## config.mk

```make
export PLATFORM = sky130hd
export DESIGN_NAME = usb_event_error_reporting
export DESIGN_NICKNAME = d
export VERILOG_FILES = /design/src/rtl/usb_evt_pkg.sv /design/src/rtl/usb_event_error_reporting.sv
export VERILOG_INCLUDE_DIRS = /design/src /design/src/rtl
export SDC_FILE = /design/constraint.sdc
export NUM_CORES = 1
export LEC_CHECK = 0
export BUFFER_PORTS_ARGS = -buffer_cell sky130_fd_sc_hd__buf_2
export CORE_ASPECT_RATIO = 1.2
export CORE_MARGIN = 5
export CORE_UTILIZATION = 55
export CTS_CLUSTER_SIZE = 14
export DETAILED_ROUTE_END_ITERATION = 12
export HOLD_SLACK_MARGIN = 0.1
export PLACE_DENSITY = 0.83
export SKIP_CTS_REPAIR_TIMING = 1
export SYNTH_ARGS = -nofsm -noshare
export SYNTH_HDL_FRONTEND = slang
export SYNTH_SLANG_ARGS = --single-unit
```

## constraint.sdc

```tcl
create_clock -name clk -period 6.4 [get_ports clk]
set_clock_uncertainty 0.2 [all_clocks]
set_input_delay 0.96 -clock clk [delete_from_list [all_inputs] [get_ports clk]]
set_output_delay 0.96 -clock clk [all_outputs]
set_load 0.01 [all_outputs]
```

## src/rtl/usb_evt_consts.svh

```systemverilog
`ifndef USB_EVT_CONSTS_SVH
`define USB_EVT_CONSTS_SVH

// Register byte offsets
`define OFS_EVENT_ENABLE   12'h000
`define OFS_ERROR_FLAGS    12'h004
`define OFS_ERROR_ENABLE   12'h008
`define OFS_TRANS_STATUS   12'h00C
`define OFS_EVENT_FLAGS    12'h010

// Event bit positions
`define EVT_STALL          3'd7
`define EVT_ATTACH         3'd6
`define EVT_RESUME         3'd5
`define EVT_IDLE           3'd4
`define EVT_TOKEN_DONE     3'd3
`define EVT_FRAME_START    3'd2
`define EVT_ERROR          3'd1
`define EVT_RESET_DETACH   3'd0

// Error bit positions
`define ERR_BITSTUFF       3'd7
`define ERR_BUS_ADDR       3'd6
`define ERR_MEM_ACCESS     3'd5
`define ERR_TURNAROUND     3'd4
`define ERR_PARTIAL_BYTE   3'd3
`define ERR_DATA_CRC       3'd2
`define ERR_TOKEN_OR_EOF   3'd1
`define ERR_PID_CHECK      3'd0

// Status field layout
`define STAT_EP_HI         7
`define STAT_EP_LO         4
`define STAT_DIR_BIT       3
`define STAT_BANK_BIT      2

`define REG_RESET          8'h00
`define STAT_FIFO_DEPTH    4
`define TURNAROUND_BITS    16

`endif

```

## src/rtl/usb_evt_pkg.sv

```systemverilog
package usb_evt_pkg;
    typedef logic [7:0] reg8_t;
    typedef enum logic [1:0] {
        SEL_NONE,
        SEL_READ,
        SEL_WRITE
    } apb_op_t;
    typedef struct packed {
        logic [3:0] endpoint;
        logic       dir_tx;
        logic       bank_odd;
    } stat_entry_t;
endpackage

```

## src/rtl/usb_event_error_reporting.sv

```systemverilog
// Contract
// - Eight event enables, bits 7..0, reset zero
// - Bit 0 gates reset or detach
// - Errors reach request only with bit 1
// - Error flags sticky, write one clears
// - Bit 7: bit stuffing violation
// - Bit 6: invalid descriptor/buffer address
// - Bit 5: memory overflow/underflow or truncation
// - Bit 4: turnaround timeout after 16 bits
// - Bit 3: data not whole bytes
// - Bit 2: data CRC16 failure
// - Device: bit 1 token CRC5 failure
// - Host: bit 1 end-of-frame error
// - Bit 0: PID complement check fails
// - Eight error enables, matching flag positions
// - Status bits 7..4 endpoint number
// - Status bit 3 transmit direction
// - Status bit 2 odd bank
// - Four-entry status FIFO, clear flag advances
// - Bits 31..8 read zero
// - Summary error set by enabled errors only
`timescale 1ns/1ps
`default_nettype none
`include "usb_evt_consts.svh"

module usb_event_error_reporting (
    input  wire logic        clk,
    input  wire logic        rst_n,
    input  wire logic        psel,
    input  wire logic        penable,
    input  wire logic        pwrite,
    input  wire logic [11:0] paddr,
    input  wire logic [31:0] pwdata,
    input  wire logic [3:0]  pstrb,
    output logic      [31:0] prdata,
    output logic             pready,
    output logic             pslverr,
    input  wire logic        host_mode,
    input  wire logic [7:0]  event_pulse,
    input  wire logic        bitstuff_err,
    input  wire logic        bus_addr_err,
    input  wire logic        mem_access_err,
    input  wire logic        turnaround_timeout,
    input  wire logic        partial_byte_err,
    input  wire logic        data_crc_err,
    input  wire logic        token_crc_err,
    input  wire logic        frame_end_err,
    input  wire logic        pid_check_err,
    input  wire logic        trans_done,
    input  wire logic [3:0]  trans_endpoint,
    input  wire logic        trans_dir_tx,
    input  wire logic        trans_bank_odd,
    output logic             usb_irq_request,
    output logic             stat_fifo_full
);

    usb_evt_pkg::reg8_t       usb_event_enable;
    usb_evt_pkg::reg8_t       usb_error_enable;
    usb_evt_pkg::reg8_t       usb_error_flags;
    usb_evt_pkg::reg8_t       event_flags;
    usb_evt_pkg::reg8_t       err_set;
    usb_evt_pkg::reg8_t       evt_set;
    usb_evt_pkg::reg8_t       err_clr;
    usb_evt_pkg::reg8_t       evt_clr;
    usb_evt_pkg::stat_entry_t fifo_mem [`STAT_FIFO_DEPTH];
    logic [1:0]               rd_ptr;
    logic [1:0]               wr_ptr;
    logic [2:0]               fifo_count;
    logic                     access;
    logic                     wr_en;
    logic                     byte0_wr;
    logic                     fifo_push;
    logic                     fifo_pop;
    logic                     addr_ok;
    logic [7:0]               rd_byte;
    logic [7:0]               next_irq_terms;

    assign access   = psel && penable;
    assign wr_en    = access && pwrite;
    assign byte0_wr = wr_en && pstrb[0];

    always_comb begin
        addr_ok = 1'b1;
        rd_byte = 8'h00;
        case (paddr)
            `OFS_EVENT_ENABLE: rd_byte = usb_event_enable;
            `OFS_ERROR_FLAGS:  rd_byte = usb_error_flags;
            `OFS_ERROR_ENABLE: rd_byte = usb_error_enable;
            `OFS_TRANS_STATUS: begin
                rd_byte = {fifo_mem[rd_ptr].endpoint,
                           fifo_mem[rd_ptr].dir_tx,
                           fifo_mem[rd_ptr].bank_odd, 2'b00};
            end
            `OFS_EVENT_FLAGS:  rd_byte = event_flags;
            default:           addr_ok = 1'b0;
        endcase
    end

    // Zero wait states; unmapped addresses answer with an error
    always_ff @(posedge clk) begin
        if (!rst_n) begin
            prdata  <= 32'h0000_0000;
            pready  <= 1'b0;
            pslverr <= 1'b0;
        end else begin
            pready  <= psel && !penable;
            pslverr <= psel && !penable && !addr_ok;
            prdata  <= {24'h00_0000, (psel && !pwrite) ? rd_byte : 8'h00};
        end
    end

    logic write_phase;
    assign write_phase = byte0_wr && pready;

    always_ff @(posedge clk) begin
        if (!rst_n) begin
            usb_event_enable <= `REG_RESET;
        end else if (write_phase && paddr == `OFS_EVENT_ENABLE) begin
            usb_event_enable <= pwdata[7:0];
        end
    end

    always_ff @(posedge clk) begin
        if (!rst_n) begin
            usb_error_enable <= `REG_RESET;
        end else if (write_phase && paddr == `OFS_ERROR_ENABLE) begin
            usb_error_enable <= pwdata[7:0];
        end
    end

    always_comb begin
        err_set = 8'h00;
        err_set[`ERR_BITSTUFF]     = bitstuff_err;
        err_set[`ERR_BUS_ADDR]     = bus_addr_err;
        err_set[`ERR_MEM_ACCESS]   = mem_access_err;
        err_set[`ERR_TURNAROUND]   = turnaround_timeout;
        err_set[`ERR_PARTIAL_BYTE] = partial_byte_err;
        err_set[`ERR_DATA_CRC]     = data_crc_err;
        // Shared position: source chosen by role
        err_set[`ERR_TOKEN_OR_EOF] = host_mode ? frame_end_err
                                               : token_crc_err;
        err_set[`ERR_PID_CHECK]    = pid_check_err;
    end

    assign err_clr = (write_phase && paddr == `OFS_ERROR_FLAGS) ? pwdata[7:0] : 8'h00;
    assign evt_clr = (write_phase && paddr == `OFS_EVENT_FLAGS) ? pwdata[7:0] : 8'h00;

    // Set wins over a same-cycle clear so no event is lost
    always_ff @(posedge clk) begin
        if (!rst_n) begin
            usb_error_flags <= `REG_RESET;
        end else begin
            usb_error_flags <= (usb_error_flags & ~err_clr) | err_set;
        end
    end

    always_comb begin
        evt_set = event_pulse;
        evt_set[`EVT_TOKEN_DONE] = 1'b0;
        evt_set[`EVT_ERROR] = |(err_set & usb_error_enable);
    end

    // Token-done follows FIFO occupancy so it reasserts for queued entries
    always_ff @(posedge clk) begin
        if (!rst_n) begin
            event_flags <= `REG_RESET;
        end else begin
            event_flags <= (event_flags & ~evt_clr) | evt_set;
            event_flags[`EVT_TOKEN_DONE] <= (fifo_count != 3'd0 && !fifo_pop)
                                            || fifo_count > 3'd1 || fifo_push;
        end
    end

    // Clearing token-done pops one entry; a full FIFO drops new status unless an entry is popped in the same cycle
    assign fifo_pop  = evt_clr[`EVT_TOKEN_DONE] && event_flags[`EVT_TOKEN_DONE];
    assign fifo_push = trans_done && (fifo_count < 3'(`STAT_FIFO_DEPTH) || fifo_pop);

    always_ff @(posedge clk) begin
        if (!rst_n) begin
            rd_ptr     <= 2'd0;
            wr_ptr     <= 2'd0;
            fifo_count <= 3'd0;
        end else begin
            if (fifo_push) begin
                wr_ptr <= wr_ptr + 2'd1;
            end
            if (fifo_pop) begin
                rd_ptr <= rd_ptr + 2'd1;
            end
            fifo_count <= fifo_count + {2'b00, fifo_push} - {2'b00, fifo_pop};
        end
    end

    always_ff @(posedge clk) begin
        if (fifo_push) begin
            fifo_mem[wr_ptr] <= '{trans_endpoint, trans_dir_tx, trans_bank_odd};
        end
    end

    always_ff @(posedge clk) begin
        if (!rst_n) begin
            stat_fifo_full <= 1'b0;
        end else begin
            stat_fifo_full <= (fifo_count + {2'b00, fifo_push} - {2'b00, fifo_pop})
                              == 3'(`STAT_FIFO_DEPTH);
        end
    end

    // Bit 0 covers reset in device role, detach in host role: same position
    always_comb begin
        // Errors reach the request only through the summary flag, gated by bit 1
        next_irq_terms = event_flags & usb_event_enable;
    end

    always_ff @(posedge clk) begin
        if (!rst_n) begin
            usb_irq_request <= 1'b0;
        end else begin
            usb_irq_request <= |next_irq_terms;
        end
    end

    property p_err_sticky;
        @(posedge clk) disable iff (!rst_n)
        usb_error_flags[`ERR_BITSTUFF] && !err_clr[`ERR_BITSTUFF]
        |=> usb_error_flags[`ERR_BITSTUFF];
    endproperty
    a_err_sticky: assert property (p_err_sticky) else $error("error flag lost");

    property p_bitstuff_set;
        @(posedge clk) disable iff (!rst_n)
        bitstuff_err |=> usb_error_flags[`ERR_BITSTUFF];
    endproperty
    a_bitstuff_set: assert property (p_bitstuff_set) else $error("bitstuff not set");

    property p_eof_host;
        @(posedge clk) disable iff (!rst_n)
        host_mode && frame_end_err |=> usb_error_flags[`ERR_TOKEN_OR_EOF];
    endproperty
    a_eof_host: assert property (p_eof_host) else $error("eof not set");

    property p_crc5_dev;
        @(posedge clk) disable iff (!rst_n)
        !host_mode && token_crc_err |=> usb_error_flags[`ERR_TOKEN_OR_EOF];
    endproperty
    a_crc5_dev: assert property (p_crc5_dev) else $error("crc5 not set");

    property p_err_gate;
        @(posedge clk) disable iff (!rst_n)
        !usb_event_enable[`EVT_ERROR] && (event_flags & usb_event_enable) == 8'h00
        |=> !usb_irq_request;
    endproperty
    a_err_gate: assert property (p_err_gate) else $error("ungated irq");

    property p_irq_or;
        @(posedge clk) disable iff (!rst_n)
        |(event_flags & usb_event_enable) |=> usb_irq_request;
    endproperty
    a_irq_or: assert property (p_irq_or) else $error("irq missing");

    property p_tok_valid;
        @(posedge clk) disable iff (!rst_n)
        event_flags[`EVT_TOKEN_DONE] |-> fifo_count != 3'd0;
    endproperty
    a_tok_valid: assert property (p_tok_valid) else $error("flag without status");

    property p_high_zero;
        @(posedge clk) disable iff (!rst_n)
        pready |-> prdata[31:8] == 24'h00_0000;
    endproperty
    a_high_zero: assert property (p_high_zero) else $error("upper bits set");

    property p_summary;
        @(posedge clk) disable iff (!rst_n)
        (err_set & usb_error_enable) != 8'h00 |=> event_flags[`EVT_ERROR];
    endproperty
    a_summary: assert property (p_summary) else $error("summary missing");

    property p_summary_gate;
        @(posedge clk) disable iff (!rst_n)
        !event_flags[`EVT_ERROR] && (err_set & usb_error_enable) == 8'h00
        |=> !event_flags[`EVT_ERROR];
    endproperty
    a_summary_gate: assert property (p_summary_gate) else $error("summary unmasked");

    // Register writes land only at the access edge
    property p_event_en_write;
        @(posedge clk) disable iff (!rst_n)
        write_phase && paddr == `OFS_EVENT_ENABLE |=> usb_event_enable == $past(pwdata[7:0]);
    endproperty
    a_event_en_write: assert property (p_event_en_write) else $error("enable write lost");

    property p_event_en_hold;
        @(posedge clk) disable iff (!rst_n)
        !(write_phase && paddr == `OFS_EVENT_ENABLE) |=> $stable(usb_event_enable);
    endproperty
    a_event_en_hold: assert property (p_event_en_hold) else $error("enable changed");

    property p_err_en_write;
        @(posedge clk) disable iff (!rst_n)
        write_phase && paddr == `OFS_ERROR_ENABLE |=> usb_error_enable == $past(pwdata[7:0]);
    endproperty
    a_err_en_write: assert property (p_err_en_write) else $error("err enable lost");

    property p_err_clear;
        @(posedge clk) disable iff (!rst_n)
        (err_clr & ~err_set) != 8'h00
        |=> (usb_error_flags & $past(err_clr & ~err_set)) == 8'h00;
    endproperty
    a_err_clear: assert property (p_err_clear) else $error("flag not cleared");

    // Each error source lands in its own flag one cycle later
    property p_bus_addr_set;
        @(posedge clk) disable iff (!rst_n)
        bus_addr_err |=> usb_error_flags[`ERR_BUS_ADDR];
    endproperty
    a_bus_addr_set: assert property (p_bus_addr_set) else $error("addr err not set");

    property p_mem_access_set;
        @(posedge clk) disable iff (!rst_n)
        mem_access_err |=> usb_error_flags[`ERR_MEM_ACCESS];
    endproperty
    a_mem_access_set: assert property (p_mem_access_set) else $error("mem err not set");

    property p_turnaround_set;
        @(posedge clk) disable iff (!rst_n)
        turnaround_timeout |=> usb_error_flags[`ERR_TURNAROUND];
    endproperty
    a_turnaround_set: assert property (p_turnaround_set) else $error("timeout not set");

    property p_partial_byte_set;
        @(posedge clk) disable iff (!rst_n)
        partial_byte_err |=> usb_error_flags[`ERR_PARTIAL_BYTE];
    endproperty
    a_partial_byte_set: assert property (p_partial_byte_set) else $error("size err");

    property p_data_crc_set;
        @(posedge clk) disable iff (!rst_n)
        data_crc_err |=> usb_error_flags[`ERR_DATA_CRC];
    endproperty
    a_data_crc_set: assert property (p_data_crc_set) else $error("crc16 not set");

    property p_pid_set;
        @(posedge clk) disable iff (!rst_n)
        pid_check_err |=> usb_error_flags[`ERR_PID_CHECK];
    endproperty
    a_pid_set: assert property (p_pid_set) else $error("pid err not set");

    // Status FIFO bookkeeping
    property p_pop_advance;
        @(posedge clk) disable iff (!rst_n)
        fifo_pop |=> rd_ptr == $past(rd_ptr) + 2'd1;
    endproperty
    a_pop_advance: assert property (p_pop_advance) else $error("fifo not advanced");

    property p_full_drop;
        @(posedge clk) disable iff (!rst_n)
        trans_done && fifo_count == 3'(`STAT_FIFO_DEPTH) && !fifo_pop
        |=> fifo_count == 3'(`STAT_FIFO_DEPTH);
    endproperty
    a_full_drop: assert property (p_full_drop) else $error("fifo overrun");

    // A second ready would complete a transfer the master never started
    property p_ready_pulse;
        @(posedge clk) disable iff (!rst_n)
        pready |=> !pready;
    endproperty
    a_ready_pulse: assert property (p_ready_pulse) else $error("ready stuck");

    c_fifo_full: cover property (@(posedge clk) disable iff (!rst_n) stat_fifo_full);
    c_host_eof:  cover property (@(posedge clk) disable iff (!rst_n) host_mode && frame_end_err);
    c_pop:       cover property (@(posedge clk) disable iff (!rst_n) fifo_pop);
    c_irq:       cover property (@(posedge clk) disable iff (!rst_n) usb_irq_request);
    c_slverr:    cover property (@(posedge clk) disable iff (!rst_n) pslverr);

endmodule

`default_nettype wire

```

# Word-level counts from Yosys, hierarchy flattened
# Memories as Yosys holds them, arrays and structs flattened. A register that Yosys moved wholly into a read port is not among the register bits.
# Index checks and enable logic that the tools add are counted.
# Widths: inputs -> output; s select.
[totals] reg_bits=75 ram_bits=24 wordCells=69 n_memories=1
[op_classes] add_sub_neg=4 magnitude_cmp=2 eq_ne=5 n_mux=9 bitwise_logic=8 n_reduce_logical=27
[mem_list] memory="fifo_mem" depth=4 width=6 read_ports=1 rd_clocked_by_memory_dff=1 write_ports=1 line_no="usb_event_error_reporting.sv:65" text="usb_evt_pkg::stat_entry_t fifo_mem [`STAT_FIFO_DEPTH];"
[ops] operator="$pmux 8 s5" count=1
[ops] operator="$and 8x8->8" count=4
[ops] operator="$eq 12x4->1 const B" count=2
[ops] operator="$mux 8" count=2
[ops] operator="$not 8->8" count=2
[ops] operator="$or 8x8->8" count=2
[ops] operator="$reduce_or 8->1" count=2
[ops] operator="$logic_and 1x1->1" count=14
[ops] operator="$eq 12x3->1 const B" count=1
[ops] operator="$eq 12x5->1 const B" count=1
[ops] operator="$logic_not 12->1" count=1
[ops] operator="$reduce_or 5->1" count=1
[ops] operator="$add 2x1->2 const B" count=2
[ops] operator="$logic_not 1->1" count=4
[ops] operator="$mux 1" count=4
[ops] operator="$mux 2" count=2
[ops] operator="$add 3x1->3" count=1
[ops] operator="$eq 3x3->1 const B" count=1
[ops] operator="$gt 3x1->1 const B" count=1
[ops] operator="$logic_or 1x1->1" count=3
[ops] operator="$lt 3x3->1 const B" count=1
[ops] operator="$reduce_bool 3->1" count=1
[ops] operator="$sub 3x1->3" count=1
[ops] operator="$reduce_and 2->1" count=1

# Logic depth before layout (Yosys ltp)
[depth] word_depth=12 ltp_mapped=12

# Worst setup path after synthesis
# Ideal clock, no wire load.
[synth_timing] kind="in2reg" from="input paddr[2]" to="register stat_fifo_full" setup_ps=96 t_arrival_ps=3183 t_required_ps=6104 setup_slack_ps=2921 stages=12 n_path_buf=1 cell_sequence="buf_2 > nor2_1 > nand4_1 > o32ai_2 > inv_1 > ha_1 > inv_1 > ha_1 > inv_1 > fa_1 > xnor2_1 > nor4b_1"
[synth_between] elab_chain_len=9
[synth_rtl] item="start: declaration" line_no="usb_event_error_reporting.sv:32" text="input wire logic [11:0] paddr,"
[synth_rtl] item="$eq 12x5->1 (*)"
[synth_rtl] item="$logic_and 1x1->1 (no source line) (*)"
[synth_rtl] item="$mux 8 (*)" line_no="usb_event_error_reporting.sv:146" text="assign evt_clr = (write_phase && paddr == `OFS_EVENT_FLAGS) ? pwdata[7:0] : 8'h00;"
[synth_rtl] item="$logic_and 1x1->1 (*)" line_no="usb_event_error_reporting.sv:175" text="assign fifo_pop = evt_clr[`EVT_TOKEN_DONE] && event_flags[`EVT_TOKEN_DONE];"
[synth_rtl] item="$logic_or 1x1->1" line_no="usb_event_error_reporting.sv:176" text="assign fifo_push = trans_done && (fifo_count < 3'(`STAT_FIFO_DEPTH) || fifo_pop);"
[synth_rtl] item="$logic_and 1x1->1" line_no="usb_event_error_reporting.sv:176"
[synth_rtl] item="$add 3x1->3" line_no="usb_event_error_reporting.sv:204" text="stat_fifo_full <= (fifo_count + {2'b00, fifo_push} - {2'b00, fifo_pop})"
[synth_rtl] item="$sub 3x1->3 (*)" line_no="usb_event_error_reporting.sv:204"
[synth_rtl] item="$eq 3x3->1 (*)" line_no="usb_event_error_reporting.sv:204"
[synth_rtl] item="end signal: assignment" line_no="usb_event_error_reporting.sv:204"
[synth_rtl] item="end: declaration" line_no="usb_event_error_reporting.sv:54" text="output logic stat_fifo_full"
# Every way passes the cells marked *; elsewhere a longest branch is shown, timed or not.
# A chain may end at the register's enable or synchronous reset.

# Worst setup path after layout
[layout_timing] from="input paddr[4]" to="register stat_fifo_full"
# Same word-level chain as after synthesis.

==> impl_metrics.toml <==
[run_status]
status = "complete, no violations"

[worst_setup_path]
worst-path-max-fanout = 14
worstPathArrival_ns = 3.73
path_class = "input pin to flip-flop"
cpMostUsedCell = "inv_1"
critPathCaptureType = "flip-flop"
worst_setup_path_start_kind = "input pin"
rrSetupSlack_ns = 3.39
max_stage_delay_ns = 0.63
crit_path_top_delay_cell = "o32ai_2"
crit_path_cell_trace = "buf_2 > nand4_1 > o32ai_2 > inv_1 > ha_1 > inv_1 > ha_1 > inv_1 > fa_1 > xnor2_1 > nor4b_1"
worstPathRequired_ns = 6.44

[sta]
relSlewSlack = 0.3348
period_needed_ns = 3.697
period_share = 0.5777
holdWs_ns = 0.2525
tightest_slew_ns = 0.9935
max_freq_ghz = 0.2705
hold_viol = 0
rsz0062_at_grt = "false"
drv_slew = 0
final.setup.tns_ns = 0
setup_violations = 0

[routing]
first_iter_violations = 321
routed_wl_um = 7975
drt-wirelength-per-cell_um = 16.18
drt_pass1_iterations = 5
viasPerCell = 5.566
vias = 2744
drtAntennaViolNets = 0
drc = 0

[placement]
dp_hpwl_um = 5753
dp.cells = 477
place_congestion = 0.8883
port_buffers = 60

[synth]
netlist_area_um2 = 3562
ys.flop_type = "dfxtp_1"
syn_area_per_cell_um2 = 10.15
ys_seq_area_frac = 0.5002
yosys_warnings = 0
synth.distinct_cells = 44
ys_async_sr_fraction = 0
synth_edf_count = 24
syn_inst = 351
ys_ff_latch = 77

[global_routing]
grt_max_degree = 31
first_global_vias = 2638
grt.overflow.total = 0
grt_pass1_wl_um = 12560
antenna_found_initial = 0
gr-usage-all-layers = 0.1932

[cells_and_area]
fill_cells = 529
drive_above_1_share = 0.2279
final_common_cell = "buf_2"
synthToLayoutAreaGrowth_pct = 12.61
layout.nets = 489
multi_input_area_um2 = 1521
antennaDiodeCount = 0
layout_common_cells = "60 x buf_2, 53 x dfxtp_1, 38 x nand2_1"
final_util = 0.6301
final_cells = 493
seq_area_um2 = 1782

[power]
ir_drop_mv = 0.1163
power_density_nw_per_um2 = 269.4
leakage_nw = 1.611

[clocking]
cts_tree = "done"
cts.sinks = 77
clk_latency_ns = 0.35
cts-buffers-inserted = 9
path_clk_slew_ns = 0.08
clockRootBuffer = "clkbuf_8"
ctsHtreeMaxLevel = 3
clock_path_buffers = 2

[die]
start_util = 0.5596
die_w_um = 83.47
die_y_um = 98.16
num_io_pins = 114
die-area_um2 = 8193
coreArea_um2 = 6366
num_rows = 32

[worst_hold_path]
hp-class = "flip-flop to flip-flop"

[flow_run]
maxCapViolations = 0
[per-layer routing]
| metal | GRT usage | wire [µm] | share of wire | up-vias |
|---|---|---|---|---|
| li1 | - | - | - | 1312 |
| met1 | 0.2269 | 3219 | 0.40 | 1294 |
| met2 | 0.3309 | 4024 | 0.50 | 126 |
| met3 | 0.04388 | 556 | 0.070 | 12 |
| met4 | 0.09777 | 175 | 0.022 | 0 |
| met5 | 0 | 0 | 0 | - |
[layout make-up]
type,instances,area share
Inverter,24,0.02246
Clock inverter,3,0.01061
Tap cell,85,0.02651
Sequential cell,77,0.4442
Multi-Input combinational cell,231,0.3793
Clock buffer,13,0.04211
Timing Repair Buffer,60,0.07486
[state kept, by name (all words and copies together), names as in the netlist, named ones only]
register / flops
usb_irq_request: 1
rd_ptr: 2
pready: 1
prdata: 8
pslverr: 1
usb_error_enable: 8
fifo_mem: 24
stat_fifo_full: 1
wr_ptr: 2
event_flags: 8
fifo_count: 3
usb_event_enable: 8
usb_error_flags: 8
[where the power goes]
| group | switching (W) | internal, W |
|---|---|---|
| clock | 0.000169 | 0.000212 |
| combinational | 0.0000828 | 0.0000577 |
| sequential | 0.0000177 | 0.000542 |
[logic make-up (layout without fill, tap and decap cells)]
kind of cell             after synthesis  in the layout  share of synthesized area
adder cells (fa/ha/maj)                8              8                    0.03021
AO/OA/AOI/OAI                         86             86                     0.1553
multiplexers                          31             31                    0.09132
other                                  1             24                   0.001053
flip-flops                            77             77                     0.5002
buffers and inverters                 66            100                    0.09694
AND/OR/NAND/NOR                       81             81                     0.1226
XOR/XNOR                               1              1                   0.002459
[cells in the mapped netlist (all sizes together) (2+ instances only)]
cell type | n | area, µm²
dfxtp | 53 | 1061
o31ai | 2 | 15.01
a2bb2oi | 4 | 35.03
inv | 23 | 86.33
nor2 | 8 | 30.03
nand2 | 38 | 142.6
o32ai | 2 | 25.03
nand3 | 10 | 50.05
nor4 | 2 | 42.54
o21ai | 24 | 120.1
edfxtp | 24 | 720.7
ha | 7 | 87.58
and3 | 3 | 18.77
nor2b | 2 | 12.51
mux2 | 12 | 135.1
a22oi | 6 | 45.04
nand4 | 2 | 18.77
mux2i | 19 | 190.2
a222oi | 7 | 70.07
or4 | 2 | 15.01
a31oi | 7 | 43.79
buf | 31 | 214.0
nor3b | 3 | 27.52
o2bb2ai | 6 | 52.55
and2 | 6 | 37.54
a21oi | 26 | 130.1
clkbuf | 11 | 41.29
[stage by stage]
stage                     setup slack (ns)  cell area, µm²  power (W)
final                                2.703            4011   0.001081
after global routing                 2.488            4011   0.001126
after CTS                            2.690            4011   0.001084
after detailed placement             2.341            3800  0.0007099
after global placement               2.518            3800  0.0007013
after floorplan                      2.921            3649  0.0006706
[critical path: cells and delay by family]
kind                       cells  cell delay, ns
xor gates and xnor gates       1            0.16
adders and majority gates      3            0.81
buffers and inverters          4            0.55
AOI/OAI and AO/OA              1            0.63
and+or+nand+nor                2            0.63
[worst paths after layout]
kind | startpoint | to | cells past startpoint
worst min-delay path | usb_error_flags[4] | prdata[4] | 2
worst min register to register | usb_error_flags[4] | prdata[4] | 2
worst max register to register | event_flags[3] | stat_fifo_full | 10
worst max-delay path | paddr[4] | stat_fifo_full | 11
Note: power is estimated with default switching activity, not from simulation.
